===== src/rtl/hsrs_pkg.sv =====
// Purpose: shared constants for the high speed host run/stop and status block
// Assumes: 32-bit APB register access, one core clock
// Notes: offsets are byte addresses
package hsrs_pkg;
    // register offsets
    localparam logic [7:0] HSRS_CMD_OFF = 8'h00; // host_command
    localparam logic [7:0] HSRS_STS_OFF = 8'h04; // host_status
    localparam logic [7:0] HSRS_MASK_OFF = 8'h08; // interrupt mask
    localparam logic [7:0] HSRS_EVT_OFF = 8'h0C; // sticky event status, read clears
    // host_command fields
    localparam int HSRS_CMD_RUN = 0;
    localparam int HSRS_CMD_PER_EN = 4;
    localparam int HSRS_CMD_ASY_EN = 5;
    // host_status fields
    localparam int HSRS_STS_SYSERR = 4;
    localparam int HSRS_STS_STOPPED = 12;
    localparam int HSRS_STS_PER = 14;
    localparam int HSRS_STS_ASY = 15;
    localparam logic [31:0] HSRS_STS_RST = 32'h00001000;
    // sticky event fields
    localparam int HSRS_EV_W = 3;
    localparam int HSRS_EV_STOP = 0;
    localparam int HSRS_EV_ERR = 1;
    localparam int HSRS_EV_SCHED = 2;
    // run state machine, one-hot
    typedef enum logic [2:0] {
        HSRS_ST_HALTED = 3'b001,
        HSRS_ST_RUNNING = 3'b010,
        HSRS_ST_HALTING = 3'b100
    } hsrs_state_t;
endpackage


===== src/rtl/hsrs_top.sv =====
// Purpose: run/stop control and top-level status of a high speed host controller
// Assumes: APB slave, 20 MHz core clock, synchronous active-high reset
// Notes: the transaction engine reports busy and memory read results as inputs
//
// How it works
// - schedules execute while run bit is set
// - clearing run finishes transaction, then stops
// - setting run clears stopped flag immediately
// - run/stopped pair encodes halting/halted/running/invalid
// - failed memory read clears the run bit
// - run bit resets to zero
// - command register write acts as command
// - writing one clears writable status bits
// - status holds no per-transaction results
// - status bits 31:16 read zero
// - bit 15 shows real asynchronous schedule state
// - asynchronous status follows enable with delay
// - bit 14 shows real periodic schedule state
// - status resets to 00001000h
// - stopped flag sets once execution ceased
// - asynchronous enable resets to zero, skip schedule
`timescale 1ns/1ps
module hsrs_top (
    // clock and reset
    input wire logic core_clk_i,
    input wire logic rst_i,
    // apb slave
    input wire logic psel_i,
    input wire logic penable_i,
    input wire logic pwrite_i,
    input wire logic [7:0] paddr_i,
    input wire logic [31:0] pwdata_i,
    output logic [31:0] prdata_o,
    output logic pready_o,
    output logic pslverr_o,
    // transaction engine
    input wire logic xact_busy_i,
    input wire logic mem_rd_done_i,
    input wire logic mem_rd_ok_i,
    output logic sched_run_o,
    output logic async_go_o,
    output logic periodic_go_o,
    // interrupt
    output logic irq_o
);
    import hsrs_pkg::*;

    // control registers
    logic run_control_bit_q; // run bit of host_command
    logic async_en_q; // asynchronous schedule enable
    logic periodic_en_q; // periodic schedule enable
    logic stopped_flag_q; // status bit 12
    logic syserr_q; // status bit 4, write one clears
    hsrs_state_t state_q;
    logic [HSRS_EV_W-1:0] evt_q; // sticky events
    logic [HSRS_EV_W-1:0] mask_q; // interrupt mask
    logic async_act; // real asynchronous schedule state
    logic periodic_act; // real periodic schedule state
    logic async_chg;
    logic periodic_chg;
    logic stop_evt; // pulse when halt completes
    logic err_evt; // failed memory read
    logic safe_pt; // between bus transactions

    // apb decode helpers
    logic wr_acc;
    logic rd_acc;
    logic [31:0] sts_val;

    // access phase; the slave always answers in the first access cycle
    assign wr_acc = psel_i && penable_i && pwrite_i;
    assign rd_acc = psel_i && penable_i && !pwrite_i;
    assign err_evt = mem_rd_done_i && !mem_rd_ok_i;
    assign safe_pt = !xact_busy_i;
    assign stop_evt = (state_q == HSRS_ST_HALTING) && !xact_busy_i;

    // address match used by every register
    function automatic logic hit(input logic [7:0] a, input logic [7:0] off);
        hit = (a == off);
    endfunction

    // assemble host_status; upper half reserved, no transaction results kept
    always_comb begin
        sts_val = '0;
        sts_val[HSRS_STS_ASY] = async_act;
        sts_val[HSRS_STS_PER] = periodic_act;
        sts_val[HSRS_STS_STOPPED] = stopped_flag_q;
        sts_val[HSRS_STS_SYSERR] = syserr_q;
    end

    // run bit: software writes act as commands, errors clear it
    always_ff @(posedge core_clk_i) begin
        if (rst_i) begin
            run_control_bit_q <= 1'b0;
            async_en_q <= 1'b0;
            periodic_en_q <= 1'b0;
        end else begin
            if (wr_acc && hit(paddr_i, HSRS_CMD_OFF)) begin
                run_control_bit_q <= pwdata_i[HSRS_CMD_RUN];
                async_en_q <= pwdata_i[HSRS_CMD_ASY_EN];
                periodic_en_q <= pwdata_i[HSRS_CMD_PER_EN];
            end
            // hardware clear wins so a faulty schedule never restarts silently
            if (err_evt) begin
                run_control_bit_q <= 1'b0;
            end
        end
    end

    // run state machine
    always_ff @(posedge core_clk_i) begin
        if (rst_i) begin
            state_q <= HSRS_ST_HALTED;
        end else begin
            case (state_q)
                HSRS_ST_HALTED: begin
                    if (run_control_bit_q) begin
                        state_q <= HSRS_ST_RUNNING;
                    end
                end
                HSRS_ST_RUNNING: begin
                    if (!run_control_bit_q) begin
                        state_q <= HSRS_ST_HALTING;
                    end
                end
                HSRS_ST_HALTING: begin
                    // let the current transaction end before stopping
                    if (!xact_busy_i) begin
                        state_q <= HSRS_ST_HALTED;
                    end
                end
                default: begin
                    state_q <= HSRS_ST_HALTED;
                end
            endcase
        end
    end

    // stopped flag; the run bit clears it in the same edge it is seen
    always_ff @(posedge core_clk_i) begin
        if (rst_i) begin
            stopped_flag_q <= HSRS_STS_RST[HSRS_STS_STOPPED];
        end else if (wr_acc && hit(paddr_i, HSRS_CMD_OFF) && pwdata_i[HSRS_CMD_RUN]
                && !err_evt) begin
            stopped_flag_q <= 1'b0;
        end else if (stop_evt && !run_control_bit_q) begin
            // a run bit set again while halting keeps the pair out of the invalid code
            stopped_flag_q <= 1'b1;
        end
    end

    // system error flag: hardware set beats software write-one-clear
    always_ff @(posedge core_clk_i) begin
        if (rst_i) begin
            syserr_q <= HSRS_STS_RST[HSRS_STS_SYSERR];
        end else if (err_evt) begin
            syserr_q <= 1'b1;
        end else if (wr_acc && hit(paddr_i, HSRS_STS_OFF) && pwdata_i[HSRS_STS_SYSERR]) begin
            syserr_q <= 1'b0;
        end
    end

    // engine outputs
    always_ff @(posedge core_clk_i) begin
        if (rst_i) begin
            sched_run_o <= 1'b0;
            async_go_o <= 1'b0;
            periodic_go_o <= 1'b0;
        end else begin
            sched_run_o <= (state_q == HSRS_ST_RUNNING) && run_control_bit_q;
            async_go_o <= async_act && run_control_bit_q;
            periodic_go_o <= periodic_act && run_control_bit_q;
        end
    end

    // schedule trackers
    hsrs_sched_track u_async (
        .core_clk_i(core_clk_i),
        .rst_i(rst_i),
        .enable_i(async_en_q),
        .safe_point_i(safe_pt),
        .active_o(async_act),
        .change_o(async_chg)
    );
    hsrs_sched_track u_periodic (
        .core_clk_i(core_clk_i),
        .rst_i(rst_i),
        .enable_i(periodic_en_q),
        .safe_point_i(safe_pt),
        .active_o(periodic_act),
        .change_o(periodic_chg)
    );

    // mask register
    always_ff @(posedge core_clk_i) begin
        if (rst_i) begin
            mask_q <= '0;
        end else if (wr_acc && hit(paddr_i, HSRS_MASK_OFF)) begin
            mask_q <= pwdata_i[HSRS_EV_W-1:0];
        end
    end

    // sticky events; a read clears them but a new event in that cycle survives
    always_ff @(posedge core_clk_i) begin
        if (rst_i) begin
            evt_q <= '0;
        end else begin
            // clear only what the setup cycle reported, so a later event is not lost
            if (rd_acc && hit(paddr_i, HSRS_EVT_OFF)) begin
                evt_q <= evt_q & ~prdata_o[HSRS_EV_W-1:0];
            end
            if (stop_evt) begin
                evt_q[HSRS_EV_STOP] <= 1'b1;
            end
            if (err_evt) begin
                evt_q[HSRS_EV_ERR] <= 1'b1;
            end
            if (async_chg || periodic_chg) begin
                evt_q[HSRS_EV_SCHED] <= 1'b1;
            end
        end
    end

    // interrupt level from registered sticky bits
    always_ff @(posedge core_clk_i) begin
        if (rst_i) begin
            irq_o <= 1'b0;
        end else begin
            irq_o <= |(evt_q & mask_q);
        end
    end

    // apb read data and answer, zero wait states
    always_ff @(posedge core_clk_i) begin
        if (rst_i) begin
            prdata_o <= '0;
            pready_o <= 1'b0;
            pslverr_o <= 1'b0;
        end else begin
            pready_o <= psel_i && !penable_i;
            pslverr_o <= 1'b0;
            prdata_o <= '0;
            if (psel_i && !penable_i) begin
                pslverr_o <= !(hit(paddr_i, HSRS_CMD_OFF) || hit(paddr_i, HSRS_STS_OFF)
                    || hit(paddr_i, HSRS_MASK_OFF) || hit(paddr_i, HSRS_EVT_OFF));
                if (!pwrite_i) begin
                    case (paddr_i)
                        HSRS_CMD_OFF: begin
                            prdata_o <= {26'h0000000, async_en_q, periodic_en_q, 3'h0,
                                run_control_bit_q};
                        end
                        HSRS_STS_OFF: begin
                            prdata_o <= sts_val;
                        end
                        HSRS_MASK_OFF: begin
                            prdata_o <= {29'h00000000, mask_q};
                        end
                        HSRS_EVT_OFF: begin
                            prdata_o <= {29'h00000000, evt_q};
                        end
                        default: begin
                            prdata_o <= '0;
                        end
                    endcase
                end
            end
        end
    end
endmodule


===== src/rtl/hsrs_sched_track.sv =====
// Purpose: tracks the real state of one transfer schedule
// Assumes: enable is a register bit on the same clock
// Notes: follows enable only at a safe traversal point
`timescale 1ns/1ps
module hsrs_sched_track (
    // clock and reset
    input wire logic core_clk_i,
    input wire logic rst_i,
    // control
    input wire logic enable_i,
    input wire logic safe_point_i,
    // status
    output logic active_o,
    output logic change_o
);
    import hsrs_pkg::*;

    // actual schedule state, disabled after reset
    always_ff @(posedge core_clk_i) begin
        if (rst_i) begin
            active_o <= 1'b0;
            change_o <= 1'b0;
        end else begin
            change_o <= 1'b0;
            // only move between transactions so a traversal is never cut
            if (safe_point_i && (active_o != enable_i)) begin
                active_o <= enable_i;
                change_o <= 1'b1;
            end
        end
    end
endmodule


===== config.mk =====
export PLATFORM = sky130hd
export DESIGN_NAME = hsrs_top
export DESIGN_NICKNAME = d
export VERILOG_FILES = /design/src/rtl/hsrs_pkg.sv /design/src/rtl/hsrs_top.sv /design/src/rtl/hsrs_sched_track.sv
export SDC_FILE = /design/constraint.sdc
export NUM_CORES = 1
export LEC_CHECK = 0
export ABC_AREA = 1
export BUFFER_PORTS_ARGS = -buffer_cell sky130_fd_sc_hd__buf_2
export CAP_MARGIN = 40
export CORE_ASPECT_RATIO = 0.7
export CORE_UTILIZATION = 30
export DETAILED_ROUTE_END_ITERATION = 8
export SETUP_SLACK_MARGIN = 0.15
export SYNTH_ARGS = -nofsm -noshare
export SYNTH_HDL_FRONTEND = slang
export SYNTH_SLANG_ARGS = --single-unit

===== constraint.sdc =====
create_clock -name core_clk_i -period 1.4 [get_ports core_clk_i]
set_clock_uncertainty 0.15 [all_clocks]
set_input_delay 0.14 -clock core_clk_i [delete_from_list [all_inputs] [get_ports core_clk_i]]
set_output_delay 0.14 -clock core_clk_i [all_outputs]
set_load 0.01 [all_outputs]

* Yosys cells after proc, flatten, opt, wreduce, memory -nomap -nowiden *
Index checks and enable logic that the tools add are counted.

operators by class
  eq/ne operators = 11
  muxes and demuxes = 15
  bitwise gates (word level) = 4
  reductions and logical operators = 41

operators with widths
  kind                                           count
  case mux 16 bit (4 select lines)               1
  logical AND 1 bit                              19
  == test 8 x 4 -> 1 bit, second input constant  2
  two-way mux 3 bit                              4
  nonzero test 2 bit                             5
  two-way mux 1 bit                              9
  case mux 3 bit (3 select lines)                1
  == test 8 x 3 -> 1 bit, second input constant  1
  logical NOT 8 bit                              1
  logical NOT 1 bit                              7
  AND 3 bit                                      2
  inequality test 2 bit, second input constant   3
  OR reduction 3 bit                             2
  logical OR 1 bit                               4
  OR reduction 2 bit                             2
  == test 3 x 1 -> 1 bit, second input constant  1
  == test 3 x 2 -> 1 bit, second input constant  1
  == test 3 bit, second input constant           1
  NOT 3 bit                                      1
  AND reduction 3 bit                            1
  inequality test 1 bit                          2
  NOT 1 bit                                      1

storage, ports and cells
  register bits = 56

* Depth between registers and ports, before layout *
Gate-level depths: netlist of run 1.

  depth after elaboration = 6
  gate-level depth with buffers = 8
  mapped depth without buffers = 8

* By module *
Synthesis of run 1 repeated with hierarchy kept, for this count alone.

second synthesis, totals
  cell total of the unflattened synthesis = 212
  area total of the unflattened synthesis = 1587.8 um^2

modules (own cells, without submodules)
  module            instances  cells each  area each (um^2)  sequential area each (um^2)
  hsrs_top          1          190         1430.1            560.5
  hsrs_sched_track  2          11          78.8              40.0

* Least setup slack after synthesis of run 1 *
Ideal clock, no wire load.

  path kind = register -> register
  start point = register state_q[2]
  end point = register state_q[1]
  library setup time = 0.086 ns
  arrival = 0.817 ns
  required time = 1.164 ns
  slack = 0.348 ns
  cell stages (with the launch flop) = 6
  buffers on the path = 0
  clock period less this slack = 1.052 ns
  cells stage by stage = dfxtp_1 inv_2 nand3_1 nor2_1 inv_1 a211oi_1

between the ends
  cells in the longest elaborated chain, start to end = 3
  elaborated cells on any way between the ends = 8
  classes of those cells = 6 x eq/ne; 1 x mux; 1 x reduce/logical

RTL lines
  what                                                  line             RTL
  start, declared                                       hsrs_top.sv:54   hsrs_state_t state_q;
  start signal, assigned                                hsrs_top.sv:113  state_q <= HSRS_ST_HALTED;
  start signal, assigned                                hsrs_top.sv:118  state_q <= HSRS_ST_RUNNING;
  start signal, assigned                                hsrs_top.sv:123  state_q <= HSRS_ST_HALTING;
  == test 3 x 2 -> 1 bit, or another cell as far along  hsrs_top.sv:115  case (state_q)
  inequality test 2 bit (no line)                       -
  AND reduction 3 bit (no line)                         -

Several ways; a longest one is shown, not always the timed one.
A chain may end at the register's enable or synchronous reset.

* Worst setup path in the final report of run 1 *
Same ends and word-level chain as after synthesis.

==> results of run 1 <==
-- cell usage after synthesis, types with 2 or more instances --
| library cell | count |
|---|---|
| nor2_2 | 5 |
| nor2_1 | 23 |
| inv_2 | 10 |
| a21oi_1 | 9 |
| nand3_1 | 15 |
| nand2_1 | 35 |
| o21ai_1 | 3 |
| a211oi_1 | 2 |
| dfxtp_1 | 32 |
| nand3_2 | 2 |
| nand4_1 | 5 |
| inv_1 | 16 |
| nand2_4 | 3 |
| nor3_1 | 3 |
| buf_4 | 24 |
| nor2_4 | 7 |
| o21ai_0 | 5 |
-- flip-flops by register name, indices dropped and copies added (netlist names) --
name                 cells
async_en_q               1
async_go_o               1
evt_q                    3
irq_o                    1
mask_q                   3
periodic_en_q            1
periodic_go_o            1
prdata_o                 8
pready_o                 1
pslverr_o                1
run_control_bit_q        1
sched_run_o              1
state_q                  3
stopped_flag_q           1
syserr_q                 1
u_async.active_o         1
u_async.change_o         1
u_periodic.active_o      1
u_periodic.change_o      1
-- kinds of logic (layout without fill, tap and decap cells) --
family,after synthesis,count (layout),synth area share
flip-flops,32,32,0.410
buffers and inverters,52,77,0.183
other,1,24,0.00240
AND/OR/NAND/NOR,101,101,0.340
AO/OA/AOI/OAI,19,19,0.0640
-- per-stage QoR --
step | std cells | power (µW) | utilization | setup WS [ns] | hold slack (ns)
after floorplan | 228 | 1290 | - | 0.348 | 0.0685
after global placement | 308 | 1330 | 0.355 | 0.151 | 0.231
after detailed placement | 308 | 1340 | 0.355 | 0.145 | 0.243
after CTS | 322 | 2070 | 0.386 | 0.224 | 0.0177
after global routing | 322 | 2180 | 0.387 | 0.146 | 0.0201
final | 322 | 2060 | 0.387 | 0.236 | 0.0218
-- where the power goes --
group	internal (µW)	switching [µW]	total, µW
Combinational	119	228	346
Sequential	959	33.0	992
Clock	400	320	721
Total	1480	581	2060
-- metal layers --
metal | track usage | wire length, µm
met1 | 0.164 | 1470
met2 | 0.166 | 1300
met3 | 0.0357 | 227
met4 | 0.0544 | 50
met5 | 0 | 0
-- what timing repair did --
| action | CTS | global route |
|---|---|---|
| setup endpoints to repair | 0 | 3 |
| gates resized for setup | 0 | 2 |
| hold buffers | 6 | 0 |
| endpoints found under the hold margin | 6 | 0 |
-- worst paths after layout --
path / start / endpoint / slack (ns) / depth (start not counted)
worst max-delay path: state_q[2] / state_q[1] / 0.24 / 5
worst min-delay path: pwrite_i / prdata_o[14] / 0.02 / 4
worst max register to register: state_q[2] / state_q[1] / 0.24 / 5
worst min register to register: async_en_q / async_en_q / 0.31 / 2
-- cell type report --
type                       instances  area, µm²
fill                             545       3000
multi-input combinational        144        724
timing repair buffer              42        245
tap                               69       86.3
inverter                          27        103
sequential                        32        642
clock buffer                       8       90.1
-- critical path: stages, from the launching register on --
cell      delay, ns
dfxtp_1        0.33
inv_2          0.07
nand3_1        0.14
nor2_2         0.13
inv_1          0.07
a211oi_1       0.18
==> run metrics, run 1 <==
All-Layer GR Usage 0.118; grt total ovfl 0; synth-to-layout area growth 21.0%; Post-synth ARST share 0; Yosys reg bits 32; CTS tree yes; Worst-Skew Late Latency 0.28 ns; ant diodes 0; setup TNS 0 ns; Initial Util 0.320; Cell Pwr Density 1090 mW/mm²; share of the synthesized area in the top cell type 0.410; crit start category register; core box area around 0.0049 mm²; total wire length 3040 µm; CTS Root Cell clkbuf_8; number of global-route vias before repair approximately 1000; HPWL after DPL between 2000 and 2500 µm; DR vias/cell between 3 and 4; post-CTS setup repair buffer count 0; Die X 88.3 µm; Fin. Hold Viols 0; Post-synth EDFFs 0; die area approximately 0.0055 mm²; Mapped Area about 0.0016 mm²; fin. max-slew vios 0; crit path DAT around 1.2 ns; TritonRoute pass-1 iters 4; total leakage power between 0.0008 and 0.0009 µW; most common cell after layout, fill and taps aside nand2_1; chip height around 62 µm; RSZ-0062 raised after global routing yes; clk slew on worst S/H paths about 0.06 ns; element type at the critical path end register; top cells by area, synth dfxtp_1 (41%), buf_4 (12%), nand2_1 (8.4%); hold crit path type in -> reg; CTS buffer count 5; Yosys Warn Count 0; critical path class reg -> reg; IO buf count 34; Antenna Violating Nets Remaining 0; clk sinks 32; Final min period between 1 and 1.5 ns; Mapped Avg Cell Area 7.62 µm²; largest net degree at the start of global routing 15; Critical Path RT around 1.5 ns; maximum fanout along the worst path 3; Initial DRC Count 60; Rows 21; cell count after synthesis 205; WL/cell around 9.4 µm; DR vias ~1300; fmax 859 MHz; # IOs 86; initial antenna violation count 0; period utilization 0.831; setup violators final 0; status finished, final reports clean; area leader, netlist dfxtp_1; max_cap viols 0; Synth cell types 23; Remaining DRCs 0; first-pass GRT wire length 4840 µm; register area share after synthesis 0.410; ratio of cells with drive above 1 in the final layout 0.296; DP Area 0.00174 mm²; gp weighted congestion roughly 0.75; Max VDD drop slightly above 0.4 mV; Primary FF master, synth dfxtp_1; CTS Buffer Depth 2; Finished Cell Area between 0.0015 and 0.002 mm²; H-tree depth 2; Nets 300; most frequent cells in the layout nand2_1 (35), buf_2 (34), dfxtp_1 (31)
(Power assumes the default switching activity.)
==> run 2: changes to the inputs <==
- ABC_AREA: 1 -> 0
- clock period: 1.4 -> 0.97 ns (I/O delays scaled with it)
==> run 2 against run 1 <==
The flow now finishes with violations (hold timing, setup timing). Global-route usage up 2.2 points. Sequential power up 34%. First-iteration DRC count down 3.3%. Utilization up 7.9 points.
==> run metrics, run 2 <==
Yosys Warn Count 0; total wire length 3500 µm; cell count after synthesis around 150; CTS Root Cell clkbuf_8; crit path DAT approximately 1.5 ns; crit start category register; Worst-Skew Late Latency 0.29 ns; DR vias/cell about 4.3; setup violators final 26; area leader, netlist dfxtp_1; Nets ~270; capturing point of the worst reg2reg path evt_q[0]; fillers about 470; Critical Path Sink evt_q[0]; worst r2r src state_q[0]; CTS buffer count 5; element type at the critical path end register; fmax a little under 700 MHz; Initial DRC Count between 50 and 60; most frequent cells after synthesis dfxtp_1 (32), buf_4 (24), nand2b_1 (13), nor2_1 (13), mux2i_1 (12); Critical Path RT slightly above 1 ns; Fin. Hold Viols 7; most frequent cell after synthesis dfxtp_1; fin. max-slew vios 0; DR vias around 1300; Initial Util 0.312; period utilization 1.51; Fin Hold WS -0.0927 ns; Post-Place Worst Slack -0.685 ns; Die X 86.1 µm; Remaining DRCs 0; initial antenna violation count 0; CTS Buffer Depth 2; Finished Cell Area approximately 0.0022 mm²; RSZ-0062 raised after global routing yes; synth-to-layout area growth 49.3%; Max VDD drop between 0.4 and 0.5 mV; number of flip-flops in the largest register 8; Met2 Wirelength between 1500 and 2000 µm; top cells by area, synth dfxtp_1 (43%), buf_4 (12%), mux2i_1 (8.1%); worst r2r path cells 3; WL/cell approximately 12 µm; core box area between 0.004 and 0.005 mm²; Antenna Violating Nets Remaining 0; CTS tree yes; most common cell after layout, fill and taps aside buf_4; most frequent cells in the layout buf_4 (27), buf_2 (25), conb_1 (24); Cell Pwr Density 1240 mW/mm²; # IOs 86; Yosys reg bits 32; M1 wire length between 1500 and 2000 µm; grt total ovfl 0; setup TNS -4.76 ns; die area between 0.005 and 0.006 mm²; fin cells roughly 290; first-pass GRT wire length approximately 5300 µm; H-tree depth 2; total leakage power between 0.0009 and 0.001 µW; register area share after synthesis 0.432; maximum fanout along the worst path 3; violated checks hold timing, setup timing; clk slew on worst S/H paths around 0.070 ns; crit path launch state_q[0]; DP Area 0.00184 mm²; max_cap viols 0; critical path class reg -> reg; share of the synthesized area in the top cell type 0.432; All-Layer GR Usage 0.140; met3 wire len 205 µm; Reg with most FFs prdata_o; total power 2750 µW; TritonRoute pass-1 iters 6; Mapped Avg Cell Area 9.70 µm²; chip height just over 60 µm; Rows 21; status finished, violations left; r2r setup slk -0.49 ns; HPWL after DPL between 2000 and 3000 µm; PnR worst setup slack -0.493 ns; IO buf count 34; gp weighted congestion roughly 0.77; Reg area about 660 µm²; Synth cell types 34; Mapped Area 0.00148 mm²; hold crit path type in -> reg; Primary FF master, synth dfxtp_1; max layer used met4; Final min period approximately 1.5 ns; Post-synth EDFFs 0; ant diodes 0; largest net degree at the start of global routing 19; number of global-route vias before repair 1110; area of the multi-input gates about 840 µm²; Post-synth ARST share 0; dpl cells between 200 and 300; clk sinks 32; ratio of cells with drive above 1 in the final layout 0.500
-- run 2: cell count changes after synthesis, moves of 5 or more --
cell,before,now
nor3_1,3,9
nor2_1,23,13
nand3_1,15,2
inv_2,10,0
nor2_4,7,0
nand2b_1,0,13
nor2_2,5,0
inv_1,16,4
a21oi_1,9,2
mux2i_1,0,12
nand2_1,35,1
-- run 2: metrics by stage --
| step | hold slack (ns) | utilization |
|---|---|---|
| after global routing | -0.0772 | 0.466 |
| after floorplan | 0.0381 | - |
| after CTS | -0.0975 | 0.440 |
| after detailed placement | 0.219 | 0.386 |
| final | -0.0927 | 0.466 |
| after global placement | 0.218 | 0.386 |
-- run 2: cells by family after synthesis --
kind of cell           share of synthesized area
AND/OR/NAND/NOR                            0.266
flip-flops                                 0.432
buffers and inverters                      0.142
AO/OA/AOI/OAI                             0.0599
multiplexers                              0.0809
XOR/XNOR                                  0.0177
other                                    0.00253
-- run 2: area by class of cell --
cell class	count	area share
Sequential cell	32	0.296
Tap cell	69	0.0390
Inverter	4	0.00678
Multi-Input combinational cell	112	0.380
Clock buffer	7	0.0435
Timing Repair Buffer	69	0.234
-- run 2: timing repair --
action                     in CTS  in global routing
hold endpoints to repair        9                  5
setup endpoints to repair      44                 43
gates resized for setup        23                 22
pin swaps                      10                  7
buffers inserted                8                  4
-- run 2: worst min path at each step --
| stage | slack (ns) | endpoint | depth (start not counted) | start |
|---|---|---|---|---|
| 2_1_floorplan | 0.04 | pready_o | 1 | penable_i |
| 3_3_place_gp | 0.22 | mask_q[2] | 3 | pwdata_i[2] |
| 3_5_place_dp | 0.22 | async_en_q | 3 | pwdata_i[5] |
| 4_1_cts | -0.1 | async_en_q | 3 | pwdata_i[5] |
| 5_1_grt | -0.08 | async_en_q | 3 | pwdata_i[5] |
| 6_report | -0.09 | async_en_q | 3 | pwdata_i[5] |
-- run 2: critical path: stages, from the launching register on --
cell and delay [ns]:
dfxtp_2 0.32, or4b_4 0.54, nor2b_4 0.15, a311oi_2 0.22
-- run 2: power by group --
part           internal [µW]  switching (µW)  leakage [µW]
logic                    132             161      0.000639
clock network            632             496     0.0000503
registers               1320            4.81      0.000264
-- run 2: layer usage --
| layer | global-route usage | vias up |
|---|---|---|
| met1 | 0.178 | 593 |
| met3 | 0.0449 | 6 |
| met4 | 0.0786 | 0 |
| li1 | - | 625 |
| met2 | 0.213 | 30 |
| met5 | 0 | - |
